===== src/adc_defs.svh =====
`ifndef ADC_DEFS_SVH
`define ADC_DEFS_SVH

`define ADC_OFS_SENSE_FS 8'h19
`define ADC_OFS_CTRL 8'h87
`define ADC_OFS_RES_UP 8'h88
`define ADC_OFS_RES_LO 8'h89

`define ADC_CTRL_TRIG_BIT 7
`define ADC_CTRL_FMT_BIT 6
`define ADC_CTRL_SRC_MSB 3
`define ADC_CTRL_SRC_LSB 0

`define ADC_RST_SENSE_FS 8'h00
`define ADC_RST_SRC 4'h0
`define ADC_RST_RESULT 12'h000

`define ADC_SLAVE_ADDR 7'h48

`define ADC_SYS_CLK_HZ 20000000
`define ADC_CONV_CLK_HZ 4000000
`define ADC_TICK_DIV (`ADC_SYS_CLK_HZ / `ADC_CONV_CLK_HZ)
`define ADC_CONV_MAX_US 3000
`define ADC_CONV_MAX_CYC (`ADC_CONV_MAX_US * (`ADC_SYS_CLK_HZ / 1000000))
`define ADC_WAKE_US 20
`define ADC_WAKE_TICKS (`ADC_WAKE_US * (`ADC_CONV_CLK_HZ / 1000000))

`endif


===== src/adc_pkg.sv =====
package adc_pkg;

  typedef enum logic [2:0] {
    LK_IDLE, LK_ADDR, LK_REG, LK_WDATA, LK_ACK, LK_RDATA, LK_MACK
  } link_state_e;

  typedef enum logic [2:0] {
    CV_SLEEP, CV_WAKE, CV_SAMPLE, CV_CONVERT, CV_FINISH
  } conv_state_e;

  typedef struct packed {
    logic start;
    logic stop;
    logic rise;
    logic fall;
    logic sda;
  } bus_event_s;

  typedef struct packed {
    logic fmt;
    logic [3:0] src;
  } ctrl_s;

endpackage : adc_pkg


===== src/adc_sar_engine.sv =====
`timescale 1ns/10ps
`include "adc_defs.svh"
module adc_sar_engine #(
  parameter int LIMIT_CYC = `ADC_CONV_MAX_CYC,
  parameter int WAKE_TICKS = `ADC_WAKE_TICKS,
  parameter int BITS = 12
) (
  input wire logic clk_sys_in,
  input wire logic arst_n_in,
  input wire logic start_in,
  input wire logic [2:0] src_in,
  input wire logic cmp_in,
  output logic [BITS-1:0] dac_code_out,
  output logic [2:0] mux_sel_out,
  output logic sample_out,
  output logic power_save_out,
  output logic idle_out,
  output logic done_out,
  output logic [BITS-1:0] result_out
);

  localparam int DIV = `ADC_TICK_DIV;
  localparam int LW = $clog2(LIMIT_CYC + 1);

  adc_pkg::conv_state_e state_ff, nxt_state;
  logic [$clog2(DIV)-1:0] div_ff;
  logic [LW-1:0] age_ff;
  logic [$clog2(WAKE_TICKS + 1)-1:0] wake_ff;
  logic [$clog2(BITS)-1:0] bit_ff;
  logic [BITS-1:0] code_ff;
  logic [2:0] sel_ff;
  logic done_ff;
  logic [BITS-1:0] res_ff;

  // Conversion steps advance on a 4 MHz tick from the system clock
  wire tick = (div_ff == ($bits(div_ff))'(DIV - 1));
  wire over = (age_ff == LW'(LIMIT_CYC - 1));
  wire wake_done = (wake_ff == '0);
  wire keep_bit = cmp_in;

  always_comb begin
    nxt_state = state_ff;
    unique case (state_ff)
      adc_pkg::CV_SLEEP: if (start_in) nxt_state = adc_pkg::CV_WAKE;
      adc_pkg::CV_WAKE: if (tick && wake_done) nxt_state = adc_pkg::CV_SAMPLE;
      adc_pkg::CV_SAMPLE: if (tick) nxt_state = adc_pkg::CV_CONVERT;
      adc_pkg::CV_CONVERT: if (tick && bit_ff == '0) begin
        nxt_state = adc_pkg::CV_FINISH;
      end
      adc_pkg::CV_FINISH: nxt_state = adc_pkg::CV_SLEEP;
      default: nxt_state = adc_pkg::CV_SLEEP;
    endcase
    if (over && state_ff != adc_pkg::CV_SLEEP &&
        state_ff != adc_pkg::CV_FINISH) begin
      nxt_state = adc_pkg::CV_FINISH;
    end
  end

  always_ff @(posedge clk_sys_in or negedge arst_n_in) begin
    if (!arst_n_in) begin
      state_ff <= adc_pkg::CV_SLEEP;
      div_ff <= '0;
      age_ff <= '0;
      wake_ff <= '0;
      bit_ff <= '0;
      code_ff <= '0;
      sel_ff <= 3'h0;
      done_ff <= 1'b0;
      res_ff <= `ADC_RST_RESULT;
    end else begin
      state_ff <= nxt_state;
      div_ff <= tick ? '0 : div_ff + 1'b1;
      age_ff <= (state_ff == adc_pkg::CV_SLEEP) ? '0 : age_ff + 1'b1;
      done_ff <= (state_ff == adc_pkg::CV_FINISH);
      if (state_ff == adc_pkg::CV_SLEEP && start_in) begin
        sel_ff <= src_in;
        wake_ff <= ($bits(wake_ff))'(WAKE_TICKS);
        bit_ff <= ($bits(bit_ff))'(BITS - 1);
        code_ff <= '0;
      end
      if (state_ff == adc_pkg::CV_WAKE && tick && !wake_done) begin
        wake_ff <= wake_ff - 1'b1;
      end
      if (state_ff == adc_pkg::CV_SAMPLE && tick) begin
        code_ff[bit_ff] <= 1'b1;
      end
      // Trial bit stays when the input is at or above the trial level
      if (state_ff == adc_pkg::CV_CONVERT && tick) begin
        code_ff[bit_ff] <= keep_bit;
        if (bit_ff != '0) begin
          code_ff[bit_ff - 1'b1] <= 1'b1;
          bit_ff <= bit_ff - 1'b1;
        end
      end
      if (state_ff == adc_pkg::CV_FINISH) res_ff <= code_ff;
    end
  end

  assign dac_code_out = code_ff;
  assign mux_sel_out = sel_ff;
  assign sample_out = (state_ff == adc_pkg::CV_SAMPLE);
  assign power_save_out = (state_ff == adc_pkg::CV_SLEEP);
  assign idle_out = (state_ff == adc_pkg::CV_SLEEP);
  assign done_out = done_ff;
  assign result_out = res_ff;

endmodule : adc_sar_engine


===== src/housekeeping_adc_control.sv =====
// Summary of operation
// - Conversion steps are timed from a 4 MHz tick; no external clock.
// - Writing the trigger bit in the control register starts a conversion.
// - Result reaches the result registers within 3 ms of the trigger.
// - Result registers are read-only; writes to them are ignored.
// - The eight most significant result bits sit in one register.
// - With the justify bit set, MSB is dropped and the result shifts left.
// - Source field picks one of eight inputs; each conversion yields 12 bits.
// - The converter drops into power save by itself when idle.
// - Source code 0011 routes battery sense voltage, 4.80 V full scale.
// - Die temperature code maps to 390 degrees less 0.16 per step.
// - Discharge full scale follows the sense voltage held at sense_fullscale_select.
`timescale 1ns/10ps
`include "adc_defs.svh"
module housekeeping_adc_control #(
  parameter logic [6:0] SLAVE_ADDR = `ADC_SLAVE_ADDR,
  parameter int CONV_LIMIT_CYC = `ADC_CONV_MAX_CYC,
  parameter int WAKE_TICKS = `ADC_WAKE_TICKS
) (
  input wire logic clk_sys_in,
  input wire logic arst_n_in,
  input wire logic scl_in,
  input wire logic sda_in,
  output logic sda_out,
  output logic sda_oe_out,
  input wire logic cmp_in,
  output logic [11:0] dac_code_out,
  output logic [2:0] mux_sel_out,
  output logic sample_out,
  output logic power_save_out,
  output logic [7:0] sense_fullscale_out
);

  adc_pkg::bus_event_s evt;
  adc_pkg::link_state_e state_ff, nxt_state;
  adc_pkg::link_state_e after_ff, nxt_after;
  logic [3:0] cnt_ff, nxt_cnt;
  logic [7:0] sh_ff, nxt_sh;
  logic [7:0] ptr_ff, nxt_ptr;
  logic rnw_ff, nxt_rnw;
  logic oe_ff, nxt_oe;
  logic wr_en_ff, nxt_wr_en;
  logic [7:0] wr_addr_ff, nxt_wr_addr;
  logic [7:0] wr_data_ff, nxt_wr_data;
  logic sda_drv_ff;

  logic [7:0] sense_fs_ff;
  adc_pkg::ctrl_s ctrl_ff;
  logic trig_ff;
  logic [11:0] result;
  logic eng_idle;
  logic eng_done;
  logic eng_sample;
  logic eng_sleep;
  logic sample_ff;
  logic power_save_ff;

  i2c_bus_sense u_sense (
    .clk_sys_in(clk_sys_in),
    .arst_n_in(arst_n_in),
    .scl_in(scl_in),
    .sda_in(sda_in),
    .evt_out(evt)
  );

  // Register decode
  wire wr_sense = wr_en_ff && (wr_addr_ff == `ADC_OFS_SENSE_FS);
  wire wr_ctrl = wr_en_ff && (wr_addr_ff == `ADC_OFS_CTRL);
  wire start_conv = trig_ff && eng_idle;
  wire trig_req = wr_ctrl && wr_data_ff[`ADC_CTRL_TRIG_BIT];
  // Sources 8..15 fall back to the external input
  wire [2:0] src_sel = ctrl_ff.src[3] ? 3'h7 : ctrl_ff.src[2:0];

  // Result packing: upper byte always carries the top eight bits shown
  wire [11:0] shown = ctrl_ff.fmt ? {result[10:0], 1'b0} : result;
  wire [7:0] res_upper = shown[11:4];
  wire [7:0] res_lower = {shown[3:0], 4'h0};
  wire [7:0] ctrl_rd = {trig_ff, ctrl_ff.fmt, 2'h0, ctrl_ff.src};

  wire hit_sense = (ptr_ff == `ADC_OFS_SENSE_FS);
  wire hit_ctrl = (ptr_ff == `ADC_OFS_CTRL);
  wire hit_up = (ptr_ff == `ADC_OFS_RES_UP);
  wire hit_lo = (ptr_ff == `ADC_OFS_RES_LO);
  wire [7:0] rd_data = hit_sense ? sense_fs_ff :
                       hit_ctrl ? ctrl_rd :
                       hit_up ? res_upper :
                       hit_lo ? res_lower : 8'h00;

  wire addr_match = (sh_ff[7:1] == SLAVE_ADDR);
  // A byte is complete at the clock fall after its eighth bit
  wire byte_done = evt.fall && (cnt_ff == 4'h8);

  // Serial register access, byte-wise with auto-increment
  always_comb begin
    nxt_state = state_ff;
    nxt_after = after_ff;
    nxt_cnt = cnt_ff;
    nxt_sh = sh_ff;
    nxt_ptr = ptr_ff;
    nxt_rnw = rnw_ff;
    nxt_oe = oe_ff;
    nxt_wr_en = 1'b0;
    nxt_wr_addr = wr_addr_ff;
    nxt_wr_data = wr_data_ff;
    if (evt.stop) begin
      nxt_state = adc_pkg::LK_IDLE;
      nxt_oe = 1'b0;
    end else if (evt.start) begin
      nxt_state = adc_pkg::LK_ADDR;
      nxt_cnt = 4'h0;
      nxt_oe = 1'b0;
    end else begin
      unique case (state_ff)
        adc_pkg::LK_IDLE: begin
          nxt_oe = 1'b0;
        end
        adc_pkg::LK_ADDR, adc_pkg::LK_REG, adc_pkg::LK_WDATA: begin
          if (evt.rise && cnt_ff != 4'h8) begin
            nxt_sh = {sh_ff[6:0], evt.sda};
            nxt_cnt = cnt_ff + 4'h1;
          end
          if (byte_done) begin
            nxt_oe = 1'b1;
            nxt_state = adc_pkg::LK_ACK;
            if (state_ff == adc_pkg::LK_ADDR) begin
              nxt_rnw = sh_ff[0];
              nxt_after = sh_ff[0] ? adc_pkg::LK_RDATA : adc_pkg::LK_REG;
              if (!addr_match) begin
                nxt_oe = 1'b0;
                nxt_state = adc_pkg::LK_IDLE;
              end
            end else if (state_ff == adc_pkg::LK_REG) begin
              nxt_ptr = sh_ff;
              nxt_after = adc_pkg::LK_WDATA;
            end else begin
              nxt_wr_en = 1'b1;
              nxt_wr_addr = ptr_ff;
              nxt_wr_data = sh_ff;
              nxt_ptr = ptr_ff + 8'h01;
              nxt_after = adc_pkg::LK_WDATA;
            end
          end
        end
        adc_pkg::LK_ACK: begin
          if (evt.fall) begin
            nxt_state = after_ff;
            if (after_ff == adc_pkg::LK_RDATA) begin
              nxt_sh = rd_data;
              nxt_oe = ~rd_data[7];
              nxt_cnt = 4'h1;
            end else begin
              nxt_oe = 1'b0;
              nxt_cnt = 4'h0;
            end
          end
        end
        adc_pkg::LK_RDATA: begin
          if (evt.fall) begin
            if (cnt_ff != 4'h8) begin
              nxt_sh = {sh_ff[6:0], 1'b0};
              nxt_oe = ~sh_ff[6];
              nxt_cnt = cnt_ff + 4'h1;
            end else begin
              nxt_oe = 1'b0;
              nxt_state = adc_pkg::LK_MACK;
            end
          end
        end
        adc_pkg::LK_MACK: begin
          if (evt.rise) begin
            if (!evt.sda) begin
              nxt_ptr = ptr_ff + 8'h01;
              nxt_after = adc_pkg::LK_RDATA;
              nxt_state = adc_pkg::LK_ACK;
            end else begin
              nxt_state = adc_pkg::LK_IDLE;
            end
          end
        end
        // Unused state code: let go of the bus and wait for a start
        default: begin
          nxt_state = adc_pkg::LK_IDLE;
          nxt_oe = 1'b0;
        end
      endcase
    end
  end

  always_ff @(posedge clk_sys_in or negedge arst_n_in) begin
    if (!arst_n_in) begin
      state_ff <= adc_pkg::LK_IDLE;
      after_ff <= adc_pkg::LK_IDLE;
      cnt_ff <= 4'h0;
      sh_ff <= 8'h00;
      ptr_ff <= 8'h00;
      rnw_ff <= 1'b0;
      oe_ff <= 1'b0;
    end else begin
      state_ff <= nxt_state;
      after_ff <= nxt_after;
      cnt_ff <= nxt_cnt;
      sh_ff <= nxt_sh;
      ptr_ff <= nxt_ptr;
      rnw_ff <= nxt_rnw;
      oe_ff <= nxt_oe;
    end
  end

  // Write strobe lands one clock after the byte ends, inside the ack bit
  always_ff @(posedge clk_sys_in or negedge arst_n_in) begin
    if (!arst_n_in) begin
      wr_en_ff <= 1'b0;
      wr_addr_ff <= 8'h00;
      wr_data_ff <= 8'h00;
      sda_drv_ff <= 1'b0;
    end else begin
      wr_en_ff <= nxt_wr_en;
      wr_addr_ff <= nxt_wr_addr;
      wr_data_ff <= nxt_wr_data;
      sda_drv_ff <= 1'b0;
    end
  end

  // Only sense_fullscale_select and converter_control take writes; result offsets fall through untouched
  always_ff @(posedge clk_sys_in or negedge arst_n_in) begin
    if (!arst_n_in) begin
      sense_fs_ff <= `ADC_RST_SENSE_FS;
      ctrl_ff.fmt <= 1'b0;
      ctrl_ff.src <= `ADC_RST_SRC;
    end else begin
      if (wr_sense) sense_fs_ff <= wr_data_ff;
      if (wr_ctrl) begin
        ctrl_ff.fmt <= wr_data_ff[`ADC_CTRL_FMT_BIT];
        ctrl_ff.src <= wr_data_ff[`ADC_CTRL_SRC_MSB:`ADC_CTRL_SRC_LSB];
      end
    end
  end

  // Trigger is set by the host and cleared when the converter takes it;
  // a new request in the same cycle keeps it set
  always_ff @(posedge clk_sys_in or negedge arst_n_in) begin
    if (!arst_n_in) begin
      trig_ff <= 1'b0;
    end else begin
      trig_ff <= trig_req | (trig_ff & ~start_conv);
    end
  end

  adc_sar_engine #(
    .LIMIT_CYC(CONV_LIMIT_CYC),
    .WAKE_TICKS(WAKE_TICKS),
    .BITS(12)
  ) u_engine (
    .clk_sys_in(clk_sys_in),
    .arst_n_in(arst_n_in),
    .start_in(start_conv),
    .src_in(src_sel),
    .cmp_in(cmp_in),
    .dac_code_out(dac_code_out),
    .mux_sel_out(mux_sel_out),
    .sample_out(eng_sample),
    .power_save_out(eng_sleep),
    .idle_out(eng_idle),
    .done_out(eng_done),
    .result_out(result)
  );

  // Converter status leaves through flops so the pins carry no decode glitch
  always_ff @(posedge clk_sys_in or negedge arst_n_in) begin
    if (!arst_n_in) begin
      sample_ff <= 1'b0;
      power_save_ff <= 1'b1;
    end else begin
      sample_ff <= eng_sample;
      power_save_ff <= eng_sleep;
    end
  end

  assign sample_out = sample_ff;
  assign power_save_out = power_save_ff;
  assign sda_out = sda_drv_ff;
  assign sda_oe_out = oe_ff;
  assign sense_fullscale_out = sense_fs_ff;

endmodule : housekeeping_adc_control


===== src/i2c_bus_sense.sv =====
`timescale 1ns/10ps
module i2c_bus_sense (
  input wire logic clk_sys_in,
  input wire logic arst_n_in,
  input wire logic scl_in,
  input wire logic sda_in,
  output adc_pkg::bus_event_s evt_out
);

  logic scl_ff;
  logic sda_ff;
  adc_pkg::bus_event_s evt_ff;
  adc_pkg::bus_event_s nxt_evt;

  // Start and stop are sda edges while scl stays high
  assign nxt_evt.start = scl_ff & scl_in & sda_ff & ~sda_in;
  assign nxt_evt.stop = scl_ff & scl_in & ~sda_ff & sda_in;
  assign nxt_evt.rise = ~scl_ff & scl_in;
  assign nxt_evt.fall = scl_ff & ~scl_in;
  assign nxt_evt.sda = sda_in;

  always_ff @(posedge clk_sys_in or negedge arst_n_in) begin
    if (!arst_n_in) begin
      scl_ff <= 1'b1;
      sda_ff <= 1'b1;
      evt_ff <= '0;
    end else begin
      scl_ff <= scl_in;
      sda_ff <= sda_in;
      evt_ff <= nxt_evt;
    end
  end

  assign evt_out = evt_ff;

endmodule : i2c_bus_sense


===== config.mk =====
export PLATFORM = sky130hd
export DESIGN_NAME = housekeeping_adc_control
export DESIGN_NICKNAME = d
export VERILOG_FILES = /design/src/adc_pkg.sv /design/src/adc_sar_engine.sv /design/src/housekeeping_adc_control.sv /design/src/i2c_bus_sense.sv
export VERILOG_INCLUDE_DIRS = /design/src /design/src/src
export SDC_FILE = /design/constraint.sdc
export NUM_CORES = 1
export LEC_CHECK = 0
export BUFFER_PORTS_ARGS = -buffer_cell sky130_fd_sc_hd__buf_2
export CORE_ASPECT_RATIO = 2
export CORE_MARGIN = 2
export CORE_UTILIZATION = 50
export DETAILED_ROUTE_END_ITERATION = 6
export PLACE_DENSITY = 0.7
export SYNTH_ARGS = -nofsm -noshare
export SYNTH_HDL_FRONTEND = slang
export SYNTH_HIERARCHICAL = 1
export SYNTH_SLANG_ARGS = --single-unit

===== constraint.sdc =====
create_clock -name clk_sys_in -period 3 [get_ports clk_sys_in]
set_clock_uncertainty 0.2 [all_clocks]
set_input_delay 0.3 -clock clk_sys_in [delete_from_list [all_inputs] [get_ports clk_sys_in]]
set_output_delay 0.3 -clock clk_sys_in [all_outputs]
set_load 0.1 [all_outputs]

# Yosys cells after proc, flatten, opt, wreduce, memory -nomap -nowiden
# Index checks and enable logic that the tools add are counted.
# Widths: inputs -> output; s select.
# op_classes
n_bitwise	22
n_reduce_logical	37
n_lt_le_gt_ge	4
shift	0
multipliers	0
n_eq_ne	47
muxes	80
n_div	0
n_addsub	6
# ops
cell	count
$mux 8	14
$mux 3	22
$mux 12	5
$eq 8x8->1 const B	4
$mux 4	8
$ne 3x1->1 const B	8
$or 12x12->12	2
$pmux 8 s3	1
$reduce_and 6->1	4
$eq 3x3->1 const B	6
$mux 1	18
$logic_and 1x1->1	17
$add 16x1->16 const B	1
$eq 16x16->1 const B	1
$eq 8x5->1 const B	2
$mux 16	1
$pmux 8 s2	1
$pmux 3 s5	1
$mux 7	2
$bwmux 12	1
$eq 3x2->1 const B	4
$ne 2x2->1 const B	6
$ne 4x1->1 const B	3
$pmux 3 s4	1
33 further kinds	63
# totals
latchBits	0
ff_bits	127
input_bits	5
romBits	0
output_inout_bits	27
memories	0
mem_bits_rw	0
wordCells	226

# Logic depth before layout (Yosys ltp)
# depth
ltp_word	11
ltp_mapped	10
mapped_depth_nobuf	7

# By module
# The synthesis kept the hierarchy.
# by_module_without_submodules
module	seq_area_each_um2	cells_per_inst	area_per_inst_um2	instances
housekeeping_adc_control	1502.7	338	3360.7	1
adc_sar_engine	1526.5	342	3328.2	1
i2c_bus_sense	177.7	11	210.2	1

# Worst setup path after synthesis
# No wires, ideal clock.
# synth_path
path_kind	register to register
start	register u_engine.state_ff[2]
end	register u_engine.code_ff[10] (netlist: u_engine/dac_code_out[10])
stages_incl_launch_ff	10
arrival_ns	2.545
setup_time_ns	0.128
period_less_slack_ns	2.873
path_slack_ns	0.127
required_ns	2.672
n_path_buf	2
path_cell_list	dfrtp_1 -> or3_2 -> inv_2 -> clkbuf_1 -> and2_1 -> or4b_1 -> clkbuf_1 -> a32oi_1 -> a2bb2oi_1 -> o21ai_0
# synth_between
elab_chain_cells	10
elab_cells_between_ends	14
cone_classes	eq/ne (2); mux (5); bitwise (2); reduce/logical (5)
# synth_lines
element	line_no	source
start: declaration	adc_sar_engine.sv:25	adc_pkg::conv_state_e state_ff, nxt_state;
start signal: assignment	adc_sar_engine.sv:61	state_ff <= adc_pkg::CV_SLEEP;
start signal: assignment	adc_sar_engine.sv:71	state_ff <= nxt_state;
$logic_not 3->1 *	adc_sar_engine.sv:103	assign idle_out = (state_ff == adc_pkg::CV_SLEEP);
named net eng_idle	housekeeping_adc_control.sv:51	logic eng_idle;
$logic_and 1x1->1 *	housekeeping_adc_control.sv:69	wire start_conv = trig_ff && eng_idle;
named net start_conv	housekeeping_adc_control.sv:69	
$logic_and 1x1->1 *	adc_sar_engine.sv:75	if (state_ff == adc_pkg::CV_SLEEP && start_in) begin
$mux 12 *	adc_sar_engine.sv:75	
$or 12x12->12 (no source line)	--	
$mux 12 *	adc_sar_engine.sv:84	if (state_ff == adc_pkg::CV_SAMPLE && tick) begin
$bwmux 12	adc_sar_engine.sv:89	code_ff[bit_ff] <= keep_bit;
$or 12x12->12 (no source line)	--	
$mux 12	adc_sar_engine.sv:90	if (bit_ff != '0) begin
$mux 12 *	adc_sar_engine.sv:88	if (state_ff == adc_pkg::CV_CONVERT && tick) begin
end signal: indexed assignment	adc_sar_engine.sv:89	
end: declaration	adc_sar_engine.sv:30	logic [BITS-1:0] code_ff;
# Mark *: on every way through the listed nets, which the timed path passes. The rest lies on a longest branch.
# A chain may end at the register's enable or synchronous reset.

# Final worst setup path
# Ends and elaborated chain as after synthesis.

==> impl_metrics.py <==
metrics = {
    "clock_tree": {
        "clock_latency_ps": 420,
        "cts_buffers": 17,
        "cts_root_buf": "clkbuf_16",
        "cts.clk_slew.worst_paths_ps": 60,
        "htree_levels": 4,
        "cts_tree": "yes",
        "clkSinkCount": 127,
        "cts_buffer_depth": 2,
    },
    "drt": {
        "dr.first_iter.drc_count": 353,
        "wl_per_cell_um": 19.7,
        "ant_nets": 0,
        "drtPass1Iterations": 5,
        "num_vias": 5659,
        "drc": 0,
        "avgViaCountPerCell": 6.35,
        "drt-total-wl_um": 17600,
    },
    "die": {
        "dieWidth_um": 86.9,
        "dieArea_um2": 14800,
        "fp.coreArea_um2": 13400,
        "die_h_um": 170,
        "initial_core_util_pct": 51.2,
        "ios": 32,
        "num_rows": 60,
    },
    "cells_and_area": {
        "final.fill_count": 1160,
        "n_antenna_cell": 0,
        "regArea_um2": 3180,
        "area_growth_pct": 13.8,
        "layout.cells.non_filler": 891,
        "layout_common_cells": "124 x dfrtp_1, 61 x nand2_1, 36 x nor2_1, 36 x o21ai_0, 35 x mux2_2",
        "drive_above_1_share_pct": 20.4,
        "nNetsFinal": 741,
        "multi_input_area_um2": 3410,
        "layout_commonest_cell": "dfrtp_1",
    },
    "sta": {
        "clock.fmax_mhz": 370,
        "relSlewSlack_pct": 55.4,
        "setup_violations": 0,
        "fin_crit_ps": 2700,
        "slew_violations": 0,
        "tightest_slew_ps": 666,
        "setup-tns-final_ps": 0,
        "period_share_pct": 90.1,
        "hold_viol": 0,
        "rsz0062_at_grt": "false",
    },
    "synthesis": {
        "synthesis.nets": 708,
        "ys.warnings.count": 6,
        "synth_area_um2": 6870,
        "synth_cells": 690,
        "syn_avg_cell_area_um2": 9.96,
    },
    "global_routing": {
        "antenna_found_initial": 0,
        "grt_pass1_vias": 5835,
        "grt_pass1_wl_um": 29000,
        "grt_overflow": 0,
        "grt_max_degree": 57,
        "grt_use_total_pct": 25.3,
    },
    "place": {
        "port_buffers": 30,
        "dpl.cell_count": 856,
        "gp_congestion": 0.898,
        "post-dp-hpwl_um": 12800,
    },
    "worst_hold_path": {
        "hold_path_class": "input port to flip-flop",
    },
    "critical_path": {
        "start_kind": "flip-flop",
        "crit_type": "flip-flop to flip-flop",
        "setup.worst_path.end_class": "flip-flop",
        "required_ps": 3080,
        "cp_max_fo": 15,
        "cp.arrival_ps": 2790,
    },
    "power": {
        "irDropWorstVdd_mv": 0.494,
        "clockPowerShare_pct": 47.9,
        "power.leakage_uw": 0.00345,
        "pwr-share-comb_pct": 6.0,
        "p_switching_uw": 1080,
        "power_frac_seq_pct": 46.1,
        "swShare_pct": 26.0,
        "power_per_cell_area_nw_per_um2": 530,
        "p_int_uw": 3070,
    },
    "run": {
        "max_cap_viol_count": 0,
    },
    "status": {
        "outcome": "finished, final reports clean",
    },
}
-- power by group through the flow --
| stage | Combinational (uW) | Clock (uW) | Sequential (uW) |
|---|---|---|---|
| after floorplan | 176 | 0 | 1880 |
| after global placement | 241 | 0 | 1940 |
| after detailed placement | 249 | 0 | 1940 |
| after CTS | 253 | 2010 | 1910 |
| after global routing | 284 | 2080 | 1920 |
| final | 248 | 1990 | 1910 |
-- critical path, cell delays in order (launching register included) --
cell and delay [ps]:
dfrtp_1 470, or3_2 530, inv_2 70, and2_1 150, or4b_4 580, a32oi_1 220, a2bb2oi_1 200, o21ai_0 140
-- state kept, by name, summed over array words and instances, names as in the netlist, 7 cells and up --
name and cells:
u_engine/age_ff 16, u_engine/dac_code_out 12, u_engine/result_out 12, ptr_ff 8, sense_fullscale_out 8, sh_ff 8, wr_addr_ff 8, wr_data_ff 8
u_engine/wake_ff 7
-- routing by layer --
layer	routed length (um)	up-vias	track usage, %
li1	-	2618	-
met1	6260	2784	25.9
met2	9850	192	46.7
met3	611	65	3.93
met4	865	0	14.9
met5	0	-	0
-- worst paths after layout --
check | startpoint | end | depth (start not counted) | slack, ps
min in group asynchronous | arst_n_in | u_sense/evt_out[4] | 2 | 220
max in group asynchronous | arst_n_in | sense_fullscale_out[4] | 3 | 1570
setup / recovery | u_engine/state_ff[2] | u_engine/dac_code_out[10] | 7 | 300
hold / removal | cmp_in | u_engine/dac_code_out[9] | 3 | 100
hold reg to reg | u_engine/mux_sel_out[2] | u_engine/mux_sel_out[2] | 2 | 270
setup reg to reg | u_engine/state_ff[2] | u_engine/dac_code_out[10] | 7 | 300
-- final cells by class --
cell class	instances	share of cell area (%)
Tap cell	155	2.48
Timing Repair Buffer	56	4.70
Clock buffer	18	5.62
Sequential cell	127	40.7
Clock inverter	14	1.70
Inverter	24	1.15
Multi-Input combinational cell	497	43.7
-- per-stage QoR --
stage / total power (uW) / instance area, um2 / hold slack [ps] / utilization (%) / worst slack (ps)
2_1_floorplan: 2060 / 6870 / -196 / - / 127
4_1_cts: 4170 / 7820 / 84.2 / 58.2 / 138
6_report: 4140 / 7820 / 101 / 58.2 / 296
3_5_place_dp: 2190 / 7210 / 139 / 53.7 / 261
3_3_place_gp: 2180 / 7210 / 134 / 53.7 / 354
5_1_grt: 4290 / 7820 / 109 / 58.2 / 159
-- what timing repair did --
| item | CTS | global route |
|---|---|---|
| endpoints found under the setup margin | 0 | 1 |
| endpoints found under the hold margin | 47 | 0 |
| setup buffers | 0 | 0 |
| hold buffers | 3 | 0 |
| resized for setup | 0 | 1 |
Note: power is estimated with default switching activity, not from simulation.
